$ cat src/hw/ttc_defs.vh
// Register offsets, field positions and reset values for the triple timer/counter unit.
`ifndef TTC_DEFS_VH
`define TTC_DEFS_VH
`define TTC_ADDR_T01_CONTROL 8'h88
`define TTC_ADDR_T01_MODE 8'h89
`define TTC_ADDR_T0_LOW 8'h8a
`define TTC_ADDR_T1_LOW 8'h8b
`define TTC_ADDR_T0_HIGH 8'h8c
`define TTC_ADDR_T1_HIGH 8'h8d
`define TTC_ADDR_T2_CONTROL 8'hc8
`define TTC_ADDR_T2_RELOAD_LOW 8'hca
`define TTC_ADDR_T2_RELOAD_HIGH 8'hcb
`define TTC_ADDR_T2_LOW 8'hcc
`define TTC_ADDR_T2_HIGH 8'hcd
`define TTC_RESET_BYTE 8'h00
// Timer 0/1 control fields.
`define TTC_T01C_T1_OVF 7
`define TTC_T01C_T1_RUN 6
`define TTC_T01C_T0_OVF 5
`define TTC_T01C_T0_RUN 4
// Timer 0/1 mode fields, each timer has a nibble: gate, counter select, mode[1:0].
`define TTC_MODE_GATE 3
`define TTC_MODE_CSEL 2
`define TTC_MODE_13BIT 2'b00
`define TTC_MODE_16BIT 2'b01
`define TTC_MODE_RELOAD8 2'b10
`define TTC_MODE_SPLIT 2'b11
// Timer 2 control fields.
`define TTC_T2C_OVF 7
`define TTC_T2C_EXT_FLAG 6
`define TTC_T2C_RX_BAUD 5
`define TTC_T2C_TX_BAUD 4
`define TTC_T2C_EXT_EN 3
`define TTC_T2C_RUN 2
`define TTC_T2C_CSEL 1
`define TTC_T2C_CAP_SEL 0
`endif

$ cat src/hw/ttc_edge_det.v
// Two-flop synchroniser with a falling-edge detector for one external pin.
`timescale 1ns/100ps
module ttc_edge_det (
    input wire clk_sys_in,
    input wire srst_in,
    input wire pin_in,
    output wire level_out,
    output wire fall_out
);
    reg meta_q;
    reg sync_q;
    reg last_q;

    // The first stage feeds only the second; the edge is seen between sync and last.
    always @(posedge clk_sys_in) begin
        if (srst_in) begin
            meta_q <= 1'b1;
            sync_q <= 1'b1;
            last_q <= 1'b1;
        end else begin
            meta_q <= pin_in;
            sync_q <= meta_q;
            last_q <= sync_q;
        end
    end

    assign level_out = sync_q;
    assign fall_out = last_q & ~sync_q;
endmodule

$ cat src/hw/ttc_timer_unit.v
// Triple timer/counter unit: timers 0 and 1 with four modes, timer 2 with reload, capture and baud modes.
//
// Summary of operation
// - Mode 0 counts 13 bits: full high byte plus low five bits of low byte.
// - Mode 0 leaves low byte's upper three bits unchanged; software ignores them.
// - Counter wrap from all ones to zero sets that timer's overflow flag, except timer 1 while timer 0 is in mode 3.
// - Count passes only with run set and gate clear or gate pin high, except timer 1 and timer 0 high byte while timer 0 is in mode 3.
// - Setting a run bit keeps the counter contents as they are.
// - Timer function counts every core clock, no divide-by-twelve stage.
// - Mode 1 is mode 0 but with all sixteen counter bits.
// - Mode 2 low byte overflow sets flag and reloads it from high byte.
// - Timer 1 in mode 3 holds its count as if stopped.
// - Timer 0 mode 3 low byte uses timer 0 controls, pin and flag.
// - Timer 0 mode 3 high byte counts clocks with timer 1 run and flag.
// - Timer 1 then starts leaving mode 3, stops entering it, still gives baud ticks.
// - Timer 2 mode: off, autoreload, capture or baud, from run, baud and capture bits.
// - Timer 2 autoreload rollover sets overflow flag and loads reload pair.
// - Autoreload with trigger enable: falling trigger pin reloads and sets edge flag.
// - Capture mode counts 16 bits; overflow sets timer 2 overflow flag.
// - Capture with trigger enable: falling trigger pin captures counter, sets edge flag.
// - Baud mode never sets timer 2 overflow flag.
// - Baud mode still lets the edge flag be set by the trigger pin.
// - Baud select set ignores capture select and reloads on every overflow.
// - Timer 2 counter select picks count pin when set, core clock when clear.
`timescale 1ns/100ps
`include "ttc_defs.vh"
module ttc_timer_unit (
    input wire clk_sys_in,
    input wire srst_in,
    input wire [7:0] addr_in,
    input wire [7:0] wdata_in,
    input wire wr_in,
    input wire rd_in,
    output reg [7:0] rdata_out,
    input wire gate0_pin_in,
    input wire gate1_pin_in,
    input wire count0_pin_in,
    input wire count1_pin_in,
    input wire timer2_count_pin_in,
    input wire external_trigger_pin_in,
    output reg timer0_overflow_flag_out,
    output reg timer1_overflow_flag_out,
    output reg timer2_irq_out,
    output reg timer1_baud_tick_out,
    output reg timer2_baud_tick_out
);
    reg [7:0] t01_control_q;
    reg [7:0] t01_mode_q;
    reg [7:0] t0_low_q;
    reg [7:0] t0_high_q;
    reg [7:0] t1_low_q;
    reg [7:0] t1_high_q;
    reg [7:0] t2_control_q;
    reg [7:0] t2_reload_low_q;
    reg [7:0] t2_reload_high_q;
    reg [7:0] t2_low_q;
    reg [7:0] t2_high_q;

    wire gate0_lvl;
    wire gate1_lvl;
    wire cnt0_fall;
    wire cnt1_fall;
    wire cnt2_fall;
    wire trig_fall;

    // External pins: synchronised, and count pins edge-detected.
    ttc_edge_det u_gate0 (.clk_sys_in(clk_sys_in), .srst_in(srst_in), .pin_in(gate0_pin_in),
        .level_out(gate0_lvl), .fall_out());
    ttc_edge_det u_gate1 (.clk_sys_in(clk_sys_in), .srst_in(srst_in), .pin_in(gate1_pin_in),
        .level_out(gate1_lvl), .fall_out());
    ttc_edge_det u_cnt0 (.clk_sys_in(clk_sys_in), .srst_in(srst_in), .pin_in(count0_pin_in),
        .level_out(), .fall_out(cnt0_fall));
    ttc_edge_det u_cnt1 (.clk_sys_in(clk_sys_in), .srst_in(srst_in), .pin_in(count1_pin_in),
        .level_out(), .fall_out(cnt1_fall));
    ttc_edge_det u_cnt2 (.clk_sys_in(clk_sys_in), .srst_in(srst_in), .pin_in(timer2_count_pin_in),
        .level_out(), .fall_out(cnt2_fall));
    ttc_edge_det u_trig (.clk_sys_in(clk_sys_in), .srst_in(srst_in), .pin_in(external_trigger_pin_in),
        .level_out(), .fall_out(trig_fall));

    // Field decode of the mode register; timer 0 in the low nibble, timer 1 in the high.
    wire [1:0] mode0 = t01_mode_q[1:0];
    wire [1:0] mode1 = t01_mode_q[5:4];
    wire csel0 = t01_mode_q[`TTC_MODE_CSEL];
    wire csel1 = t01_mode_q[`TTC_MODE_CSEL + 4];
    wire gate0 = t01_mode_q[`TTC_MODE_GATE];
    wire gate1 = t01_mode_q[`TTC_MODE_GATE + 4];
    wire run0 = t01_control_q[`TTC_T01C_T0_RUN];
    wire run1 = t01_control_q[`TTC_T01C_T1_RUN];
    wire split0 = (mode0 == `TTC_MODE_SPLIT);

    wire tick0 = run0 & (~gate0 | gate0_lvl) & (csel0 ? cnt0_fall : 1'b1);
    // high byte of split timer 0 counts clocks on timer 1 run.
    wire tick0h = split0 & run1;
    // timer 1 holds in mode 3
    // timer 1 run follows mode 3
    wire tick1 = (split0 ? 1'b1 : run1) & (mode1 != `TTC_MODE_SPLIT) & (~gate1 | gate1_lvl) &
        (csel1 ? cnt1_fall : 1'b1);

    // Timer 2 mode decode.
    wire t2_run = t2_control_q[`TTC_T2C_RUN];
    wire t2_baud = t2_control_q[`TTC_T2C_RX_BAUD] | t2_control_q[`TTC_T2C_TX_BAUD];
    wire t2_exten = t2_control_q[`TTC_T2C_EXT_EN];
    wire t2_capture = t2_run & ~t2_baud & t2_control_q[`TTC_T2C_CAP_SEL];
    wire t2_reload_mode = t2_run & ~t2_capture;
    wire tick2 = t2_run & (t2_control_q[`TTC_T2C_CSEL] ? cnt2_fall : 1'b1);
    wire [15:0] t2_count = {t2_high_q, t2_low_q};
    wire t2_wrap = tick2 & (t2_count == 16'hffff);
    wire t2_trig = t2_exten & trig_fall;

    // Write decodes.
    wire wr_t01c = wr_in & (addr_in == `TTC_ADDR_T01_CONTROL);
    wire wr_t0l = wr_in & (addr_in == `TTC_ADDR_T0_LOW);
    wire wr_t0h = wr_in & (addr_in == `TTC_ADDR_T0_HIGH);
    wire wr_t1l = wr_in & (addr_in == `TTC_ADDR_T1_LOW);
    wire wr_t1h = wr_in & (addr_in == `TTC_ADDR_T1_HIGH);
    wire wr_t2c = wr_in & (addr_in == `TTC_ADDR_T2_CONTROL);
    wire wr_t2l = wr_in & (addr_in == `TTC_ADDR_T2_LOW);
    wire wr_t2h = wr_in & (addr_in == `TTC_ADDR_T2_HIGH);

    // Timer 0 next state and overflow event.
    reg [7:0] t0_low_d;
    reg [7:0] t0_high_d;
    reg t0_ovf_evt;
    reg t0h_ovf_evt;
    always @* begin
        t0_low_d = t0_low_q;
        t0_high_d = t0_high_q;
        t0_ovf_evt = 1'b0;
        t0h_ovf_evt = 1'b0;
        if (tick0) begin
            case (mode0)
                `TTC_MODE_13BIT: begin
                    if (t0_low_q[4:0] == 5'h1f) begin
                        t0_high_d = t0_high_q + 8'h01;
                        t0_ovf_evt = (t0_high_q == 8'hff);
                    end
                    t0_low_d = {t0_low_q[7:5], t0_low_q[4:0] + 5'h01};
                end
                `TTC_MODE_16BIT: begin
                    {t0_high_d, t0_low_d} = {t0_high_q, t0_low_q} + 16'h0001;
                    t0_ovf_evt = ({t0_high_q, t0_low_q} == 16'hffff);
                end
                `TTC_MODE_RELOAD8: begin
                    t0_ovf_evt = (t0_low_q == 8'hff);
                    t0_low_d = t0_ovf_evt ? t0_high_q : t0_low_q + 8'h01;
                end
                default: begin
                    t0_low_d = t0_low_q + 8'h01;
                    t0_ovf_evt = (t0_low_q == 8'hff);
                end
            endcase
        end
        if (tick0h) begin
            t0_high_d = t0_high_q + 8'h01;
            t0h_ovf_evt = (t0_high_q == 8'hff);
        end
    end

    // Timer 1 next state; its overflow gives the baud tick as well.
    reg [7:0] t1_low_d;
    reg [7:0] t1_high_d;
    reg t1_ovf_evt;
    always @* begin
        t1_low_d = t1_low_q;
        t1_high_d = t1_high_q;
        t1_ovf_evt = 1'b0;
        if (tick1) begin
            case (mode1)
                `TTC_MODE_13BIT: begin
                    if (t1_low_q[4:0] == 5'h1f) begin
                        t1_high_d = t1_high_q + 8'h01;
                        t1_ovf_evt = (t1_high_q == 8'hff);
                    end
                    t1_low_d = {t1_low_q[7:5], t1_low_q[4:0] + 5'h01};
                end
                `TTC_MODE_16BIT: begin
                    {t1_high_d, t1_low_d} = {t1_high_q, t1_low_q} + 16'h0001;
                    t1_ovf_evt = ({t1_high_q, t1_low_q} == 16'hffff);
                end
                `TTC_MODE_RELOAD8: begin
                    t1_ovf_evt = (t1_low_q == 8'hff);
                    t1_low_d = t1_ovf_evt ? t1_high_q : t1_low_q + 8'h01;
                end
                default: begin
                    t1_low_d = t1_low_q;
                end
            endcase
        end
    end

    // split high byte owns timer 1 flag
    wire t1_flag_evt = split0 ? t0h_ovf_evt : t1_ovf_evt;

    // Timer 0/1 registers; a counter write wins over counting in the same cycle.
    always @(posedge clk_sys_in) begin
        if (srst_in) begin
            t01_control_q <= `TTC_RESET_BYTE;
            t01_mode_q <= `TTC_RESET_BYTE;
            t0_low_q <= `TTC_RESET_BYTE;
            t0_high_q <= `TTC_RESET_BYTE;
            t1_low_q <= `TTC_RESET_BYTE;
            t1_high_q <= `TTC_RESET_BYTE;
        end else begin
            if (wr_in && addr_in == `TTC_ADDR_T01_MODE) begin
                t01_mode_q <= wdata_in;
            end
            // run bit write touches no counter
            if (wr_t01c) begin
                t01_control_q <= wdata_in;
            end
            if (t0_ovf_evt) begin
                t01_control_q[`TTC_T01C_T0_OVF] <= 1'b1;
            end
            if (t1_flag_evt) begin
                t01_control_q[`TTC_T01C_T1_OVF] <= 1'b1;
            end
            t0_low_q <= wr_t0l ? wdata_in : t0_low_d;
            t0_high_q <= wr_t0h ? wdata_in : t0_high_d;
            t1_low_q <= wr_t1l ? wdata_in : t1_low_d;
            t1_high_q <= wr_t1h ? wdata_in : t1_high_d;
        end
    end

    // Timer 2 registers.
    always @(posedge clk_sys_in) begin
        if (srst_in) begin
            t2_control_q <= `TTC_RESET_BYTE;
            t2_reload_low_q <= `TTC_RESET_BYTE;
            t2_reload_high_q <= `TTC_RESET_BYTE;
            t2_low_q <= `TTC_RESET_BYTE;
            t2_high_q <= `TTC_RESET_BYTE;
        end else begin
            // flags cleared only by software write
            if (wr_t2c) begin
                t2_control_q <= wdata_in;
            end
            if (t2_wrap && !t2_baud) begin
                t2_control_q[`TTC_T2C_OVF] <= 1'b1;
            end
            // edge flag in every running mode
            if (t2_trig && t2_run) begin
                t2_control_q[`TTC_T2C_EXT_FLAG] <= 1'b1;
            end
            if (wr_in && addr_in == `TTC_ADDR_T2_RELOAD_LOW) begin
                t2_reload_low_q <= wdata_in;
            end
            if (wr_in && addr_in == `TTC_ADDR_T2_RELOAD_HIGH) begin
                t2_reload_high_q <= wdata_in;
            end
            if (t2_capture && t2_trig) begin
                t2_reload_low_q <= t2_low_q;
                t2_reload_high_q <= t2_high_q;
            end
            if (t2_reload_mode && (t2_wrap || (t2_trig && !t2_baud))) begin
                t2_low_q <= t2_reload_low_q;
                t2_high_q <= t2_reload_high_q;
            end else if (tick2) begin
                {t2_high_q, t2_low_q} <= t2_count + 16'h0001;
            end
            if (wr_t2l) begin
                t2_low_q <= wdata_in;
            end
            if (wr_t2h) begin
                t2_high_q <= wdata_in;
            end
        end
    end

    // Read port: data stand in the cycle after the strobe; unmapped reads return zero.
    always @(posedge clk_sys_in) begin
        if (srst_in) begin
            rdata_out <= `TTC_RESET_BYTE;
        end else if (rd_in) begin
            case (addr_in)
                `TTC_ADDR_T01_CONTROL: rdata_out <= t01_control_q;
                `TTC_ADDR_T01_MODE: rdata_out <= t01_mode_q;
                `TTC_ADDR_T0_LOW: rdata_out <= t0_low_q;
                `TTC_ADDR_T1_LOW: rdata_out <= t1_low_q;
                `TTC_ADDR_T0_HIGH: rdata_out <= t0_high_q;
                `TTC_ADDR_T1_HIGH: rdata_out <= t1_high_q;
                `TTC_ADDR_T2_CONTROL: rdata_out <= t2_control_q;
                `TTC_ADDR_T2_RELOAD_LOW: rdata_out <= t2_reload_low_q;
                `TTC_ADDR_T2_RELOAD_HIGH: rdata_out <= t2_reload_high_q;
                `TTC_ADDR_T2_LOW: rdata_out <= t2_low_q;
                `TTC_ADDR_T2_HIGH: rdata_out <= t2_high_q;
                default: rdata_out <= `TTC_RESET_BYTE;
            endcase
        end else begin
            rdata_out <= `TTC_RESET_BYTE;
        end
    end

    // Flag and baud tick outputs, all registered.
    always @(posedge clk_sys_in) begin
        if (srst_in) begin
            timer0_overflow_flag_out <= 1'b0;
            timer1_overflow_flag_out <= 1'b0;
            timer2_irq_out <= 1'b0;
            timer1_baud_tick_out <= 1'b0;
            timer2_baud_tick_out <= 1'b0;
        end else begin
            timer0_overflow_flag_out <= t01_control_q[`TTC_T01C_T0_OVF];
            timer1_overflow_flag_out <= t01_control_q[`TTC_T01C_T1_OVF];
            timer2_irq_out <= t2_control_q[`TTC_T2C_OVF] | t2_control_q[`TTC_T2C_EXT_FLAG];
            // baud tick survives mode 3 split
            timer1_baud_tick_out <= t1_ovf_evt;
            timer2_baud_tick_out <= t2_wrap & t2_baud;
        end
    end
endmodule

$ cat config.mk
export PLATFORM = sky130hd
export DESIGN_NAME = ttc_timer_unit
export DESIGN_NICKNAME = d
export VERILOG_FILES = /design/src/hw/ttc_edge_det.v /design/src/hw/ttc_timer_unit.v
export VERILOG_INCLUDE_DIRS = /design/src /design/src/hw
export SDC_FILE = /design/constraint.sdc
export NUM_CORES = 1
export LEC_CHECK = 0
export ABC_AREA = 1
export BUFFER_PORTS_ARGS = -buffer_cell sky130_fd_sc_hd__buf_4
export CAP_MARGIN = 20
export CORE_MARGIN = 2
export CORE_UTILIZATION = 50
export CTS_CLUSTER_SIZE = 40
export DETAILED_ROUTE_END_ITERATION = 6
export PLACE_DENSITY_LB_ADDON = 0.2
export SETUP_SLACK_MARGIN = 0.1
export SYNTH_ARGS = -nofsm -noshare
export SYNTH_HDL_FRONTEND = slang
export SYNTH_SLANG_ARGS = --single-unit
$ cat constraint.sdc
create_clock -name clk_sys_in -period 4.4 [get_ports clk_sys_in]
set_clock_uncertainty 0.05 [all_clocks]
set_input_delay 0.66 -clock clk_sys_in [delete_from_list [all_inputs] [get_ports clk_sys_in]]
set_output_delay 0.66 -clock clk_sys_in [all_outputs]
set_load 0.01 [all_outputs]
## Word-level counts from Yosys, hierarchy flattened

Index checks and enable logic that the tools add are counted.

- Bits in registers: 117
- RAM bits: 0
- Memory bits (read-only): 0
- Logic and storage cells: 196
- Memories kept: 0
- Latch bits: 0

- Shift operators: 0
- Order comparisons: 0
- Multipliers: 0
- Reductions and logical operators: 34
- Bitwise logic cells: 38
- Equality and inequality tests: 30
- Add/subtract/negate cells: 9
- Muxes and demuxes: 46
- Div/mod/pow operators: 0

Operators with widths:

| kind | number |
|---|---|
| 8-bit 2-to-1 mux | 25 |
| 8-bit equality test, second input constant | 15 |
| 8-bit one-hot mux with 11 select lines | 1 |
| 16-bit by 1-bit adder with 16-bit output, second input constant | 3 |
| 16-bit equality test, second input constant | 3 |
| 8-bit one-hot mux with 3 select lines | 2 |
| 8-bit by 1-bit adder with 8-bit output, second input constant | 4 |
| 8-bit one-hot mux with 2 select lines | 2 |
| 1-bit AND | 25 |
| 2-bit nonzero test | 9 |
| 3-bit nonzero test | 5 |
| 1-bit 2-to-1 mux | 14 |
| 5-bit by 1-bit adder with 5-bit output, second input constant | 2 |
| 5-bit equality test, second input constant | 2 |
| 1-bit NOT | 9 |
| 3-bit AND reduction | 3 |
| 1-bit logical AND | 8 |
| 4-bit nonzero test | 2 |
| 2-bit equality test, second input constant | 3 |
| 2-bit != test, second input constant | 3 |
| 2-bit by 1-bit equality test with 1-bit output, second input constant | 2 |
| 2-bit zero test | 2 |
| 4-bit != test, second input constant | 1 |
| 1-bit OR | 4 |
| other kinds (7) | 8 |

## Depth between registers and ports, before layout

- Word-level depth: 9
- Depth in mapped cells: 14

## Modules after synthesis

A second synthesis with hierarchy kept.

- Cells, all modules: 1,097
- Area, all modules: 7,085.5 um2

Modules (own cells, without submodules):

| module | times used | sequential area each (um2) | area an instance (um2) | cells each |
|---|---|---|---|---|
| ttc_timer_unit | 1 | 2,021.9 | 6,522.5 | 1,025 |
| ttc_edge_det | 6 | 60.1 | 93.8 | 12 |

## Least setup slack after synthesis

Ideal clock, no wire load.

- Path kind: input-to-reg
- Start point: input addr_in[4]
- End point: register t01_mode_q[6]
- Buffers on the path: 1
- Stages on the path: 7
- Path slack: 2.413 ns
- Library setup time: 0.129 ns
- Arrival time: 1.809 ns
- Required time: 4.221 ns
- Cell sequence: inv_1 -> nand4_1 -> nor3_2 -> nand2_1 -> clkbuf_1 -> o21ai_1 -> a21oi_1

- Cells in the longest elaborated chain, start to end: 2

Ends and longest elaborated chain:

| item | RTL line | text |
|---|---|---|
| start, declared | ttc_timer_unit.v:30 | `input wire [7:0] addr_in,` |
| 8-bit equality test | -- |  |
| 1-bit logical AND (no source line) | -- |  |
| end signal, assigned | ttc_timer_unit.v:198 | `` t01_mode_q <= `TTC_RESET_BYTE; `` |
| end signal, assigned | ttc_timer_unit.v:205 | `t01_mode_q <= wdata_in;` |
| end, declared | ttc_timer_unit.v:48 | `reg [7:0] t01_mode_q;` |

Every way passes these cells.
A chain may end at the register's enable or synchronous reset.

## Worst setup path after layout

- Start point: register t1_low_q[0]
- End point: register t1_high_q[4]

- Cells in the longest elaborated chain, start to end: 4

Ends and longest elaborated chain:

| item | RTL line | text |
|---|---|---|
| start, declared | ttc_timer_unit.v:51 | `reg [7:0] t1_low_q;` |
| start signal, assigned | ttc_timer_unit.v:201 | `` t1_low_q <= `TTC_RESET_BYTE; `` |
| start signal, assigned | ttc_timer_unit.v:219 | `t1_low_q <= wr_t1l ? wdata_in : t1_low_d;` |
| 16-bit by 1-bit adder with 16-bit output | ttc_timer_unit.v:177 | `{t1_high_d, t1_low_d} = {t1_high_q, t1_low_q} + 16'h0001;` |
| 8-bit one-hot mux with 2 select lines | ttc_timer_unit.v:168 | `case (mode1)` |
| 8-bit 2-to-1 mux | ttc_timer_unit.v:167 | `if (tick1) begin` |
| 8-bit 2-to-1 mux | ttc_timer_unit.v:220 | `t1_high_q <= wr_t1h ? wdata_in : t1_high_d;` |
| end signal, assigned | ttc_timer_unit.v:202 | `` t1_high_q <= `TTC_RESET_BYTE; `` |
| end signal, assigned | ttc_timer_unit.v:220 |  |
| end, declared | ttc_timer_unit.v:52 | `reg [7:0] t1_high_q;` |

Several ways; a longest one is shown, not always the timed one. The select of a mux whose other input is x is not followed.

==> impl_metrics.json <==
{
  "final_common_cell": "sky130_fd_sc_hd__nand2_1",
  "design.core.area_um2": 13700,
  "dieArea_um2": 14900,
  "hold_buffers": 0,
  "grt_max_degree": 74,
  "first_pass_iters": 6,
  "antenna_cells_inserted": 0,
  "outcome": "finished clean",
  "initial_core_util": 0.507,
  "ys.flop_type": "sky130_fd_sc_hd__dfxtp_1",
  "max_slew_margin_vs_limit": 0.455,
  "reg2reg_depth": 11,
  "floorplan.die.width_um": 122,
  "ctsHtreeMaxLevel": 4,
  "clkLatencyLatePin_ps": 430,
  "finish.cell_count_without_fillers": 1305,
  "cellPowerDensity_nw_per_um2": 327,
  "vias_per_cell": 5.71,
  "final.setup.tns_ps": 0,
  "final.period_utilization": 0.518,
  "synth_edf_count": 0,
  "layout-drive-gt1-share": 0.110,
  "regToRegSetupSlack_ps": 2120,
  "critical_path_class": "reg -> reg",
  "min_path_cells": 1,
  "final_cell_mix": "238 x sky130_fd_sc_hd__nand2_1, 146 x sky130_fd_sc_hd__inv_1, 117 x sky130_fd_sc_hd__dfxtp_1",
  "global_route_wire_length_before_repair_um": 36100,
  "first_global_vias": 6605,
  "groute.usage.overall": 0.319,
  "grt_antenna_before_repair": 0,
  "gr-total-overflow": 0,
  "placement.cell_area_um2": 7360,
  "worstReg2RegEnd": "t1_high_q[4]$_SDFFE_PP0P_",
  "clk_pin_slew_ps": 60,
  "critPathMaxFanout": 7,
  "net_count_after_synthesis": 1116,
  "placed_cells": 1274,
  "port_buffers": 38,
  "rsz_0062_raised_after_global_routing": "false",
  "drc": 0,
  "timing.critical_path.cells": "ha_1 > nand2_1 > nor2_1 > ha_1 > nand2_1 > o21ai_0 > nand2_1 > nor2_1 > o21a_1 > o21ai_1 > a21oi_1",
  "power.total_w": 0.00260,
  "timing.critical_path.slowest_stage_cell": "sky130_fd_sc_hd__dfxtp_1",
  "critical_path_arrival_ps": 2580,
  "drt-total-wl_um": 22900,
  "rows": 43,
  "final-max-slew-violation-count": 0,
  "area.growth.synth_to_final_pct": 14.5,
  "routability_cong": 1.01,
  "drt_iter0_markers": 925,
  "cts_tree": "done",
  "ys.warnings.count": 0,
  "post_drt_wl_per_cell_um": 17.5,
  "worstReg2RegStart": "t1_low_q[0]$_SDFFE_PP0P_",
  "design.final.nets": 1150,
  "numClockSinks": 117,
  "finalInstanceArea_um2": 7960,
  "asyncSetResetFlopFracSynth": 0,
  "mappedNetlistArea_um2": 6960,
  "worstMarginPinSlew_ps": 818,
  "yosysSeqAreaShare": 0.337,
  "worst_path_most_repeated_cell": "sky130_fd_sc_hd__nand2_1",
  "fin_crit_ps": 2280,
  "drv_cap": 0,
  "drt.antenna.violating_nets": 0,
  "leakage_power_figure_nw": 3.18,
  "crit_path_start_kind": "register",
  "hold_class": "reg -> reg",
  "vias": 7453,
  "hold_start": "u_trig.meta_q$_SDFF_PP1_",
  "netlist_instances": 1079,
  "holdPathEnd": "u_trig.level_out$_SDFF_PP1_",
  "ctsRootBufferMaster": "sky130_fd_sc_hd__clkbuf_16",
  "yosys_register_bits": 117,
  "cp_required_ps": 4700,
  "top_level_ports": 39,
  "yosysUniqueCellTypes": 43,
  "dp_hpwl_um": 16800,
  "post-cts-setup-buffer-count": 0,
  "cts-resized-gates": 0,
  "die_height_um": 122,
  "power.ir.vdd_worst_mv": 0.234,
  "synth.avg_cell_area_um2": 6.45,
  "achievable-frequency_mhz": 439,
  "numCtsBuffers": 17,
  "max_stage_delay_ps": 410,
  "setup.worst_path.end_class": "register",
  "final_hold_viol_count": 0,
  "timing.final.setup_violations": 0,
  "max-clock-path-buffers": 2
}
## worst max-delay path: cells and delay by family (launching register included)
family	cells	cell delay, ps
AO/OA/AOI/OAI	4	520
adder cells (fa/ha/maj)	2	410
flip-flops	1	410
AND/OR/NAND/NOR	5	800
## per-layer routing
metal  part of all wire  global-route usage  wire length (um)  up-vias
met4              0.037               0.134               851        0
met2               0.44               0.473             10100      364
met5                  0                   0                 0        -
met1               0.44               0.452              9980     3377
met3              0.085              0.0637              1950       74
li1                   -                   -                 -     3638
## Yosys cell counts, types with 4 or more instances
library cell	count	area (um2)
sky130_fd_sc_hd__nor3_1	19	95.1
sky130_fd_sc_hd__o22ai_1	34	213
sky130_fd_sc_hd__inv_1	146	548
sky130_fd_sc_hd__a31oi_1	7	43.8
sky130_fd_sc_hd__xor2_1	18	158
sky130_fd_sc_hd__o211ai_1	5	37.5
sky130_fd_sc_hd__buf_2	6	30.0
sky130_fd_sc_hd__clkinv_1	4	15.0
sky130_fd_sc_hd__dfxtp_1	117	2340
sky130_fd_sc_hd__a21oi_1	96	480
sky130_fd_sc_hd__o21ai_0	60	300
sky130_fd_sc_hd__clkbuf_1	13	48.8
sky130_fd_sc_hd__nand3_1	75	375
sky130_fd_sc_hd__nor2_1	110	413
sky130_fd_sc_hd__or2_2	16	100
sky130_fd_sc_hd__ha_1	11	138
sky130_fd_sc_hd__nand2_1	238	893
sky130_fd_sc_hd__o21ai_1	24	120
sky130_fd_sc_hd__inv_2	13	48.8
sky130_fd_sc_hd__o221ai_1	6	52.6
sky130_fd_sc_hd__nor2_2	4	25.0
sky130_fd_sc_hd__o21ai_2	4	35.0
sky130_fd_sc_hd__nand4_1	18	113
## worst max-delay path by stage
stage	from	endpoint	slack [ps]
6_report	t1_low_q[0]$_SDFFE_PP0P_	t1_high_q[4]$_SDFFE_PP0P_	2120
3_5_place_dp	addr_in[2]	t0_low_q[4]$_SDFFE_PP0P_	1800
3_3_place_gp	addr_in[2]	t2_control_q[6]$_SDFFE_PP0P_	1810
4_1_cts	t1_low_q[0]$_SDFFE_PP0P_	t1_high_q[4]$_SDFFE_PP0P_	2140
2_1_floorplan	addr_in[4]	t01_mode_q[6]$_SDFFE_PP0P_	2410
5_1_grt	t1_low_q[0]$_SDFFE_PP0P_	t1_high_q[4]$_SDFFE_PP0P_	1910
## area by class of cell
cell class,count,area (um2)
flip-flops and latches,117,2340
well taps,180,225
inverters,163,612
fillers,1388,5760
multi-input cells,773,3870
clock buffers,19,453
clock inverters,12,154
repair buffers,41,308
## kinds of logic after synthesis
family | Yosys count | synth area share
AND/OR/NAND/NOR | 490 | 0.304
buffers and inverters | 189 | 0.107
flip-flops | 117 | 0.337
XOR/XNOR | 19 | 0.0239
AO/OA/AOI/OAI | 253 | 0.208
adder cells (fa/ha/maj) | 11 | 0.0198
## metrics by stage
step                      hold slack (ps)  setup WS [ps]   util
final                                 357           2120  0.580
after global routing                  360           1910  0.580
after CTS                             361           2140  0.580
after detailed placement              347           1800  0.536
after global placement                345           1810  0.536
after floorplan                       339           2410      -
## power by group
group          total (W)  switching [W]  leakage (nW)  internal (W)
clock            0.00143       0.000518         0.280      0.000914
sequential       0.00107     0.00000300         0.946       0.00107
combinational  0.0000974      0.0000696          1.96     0.0000278
Power figures use the tool's default switching activity.
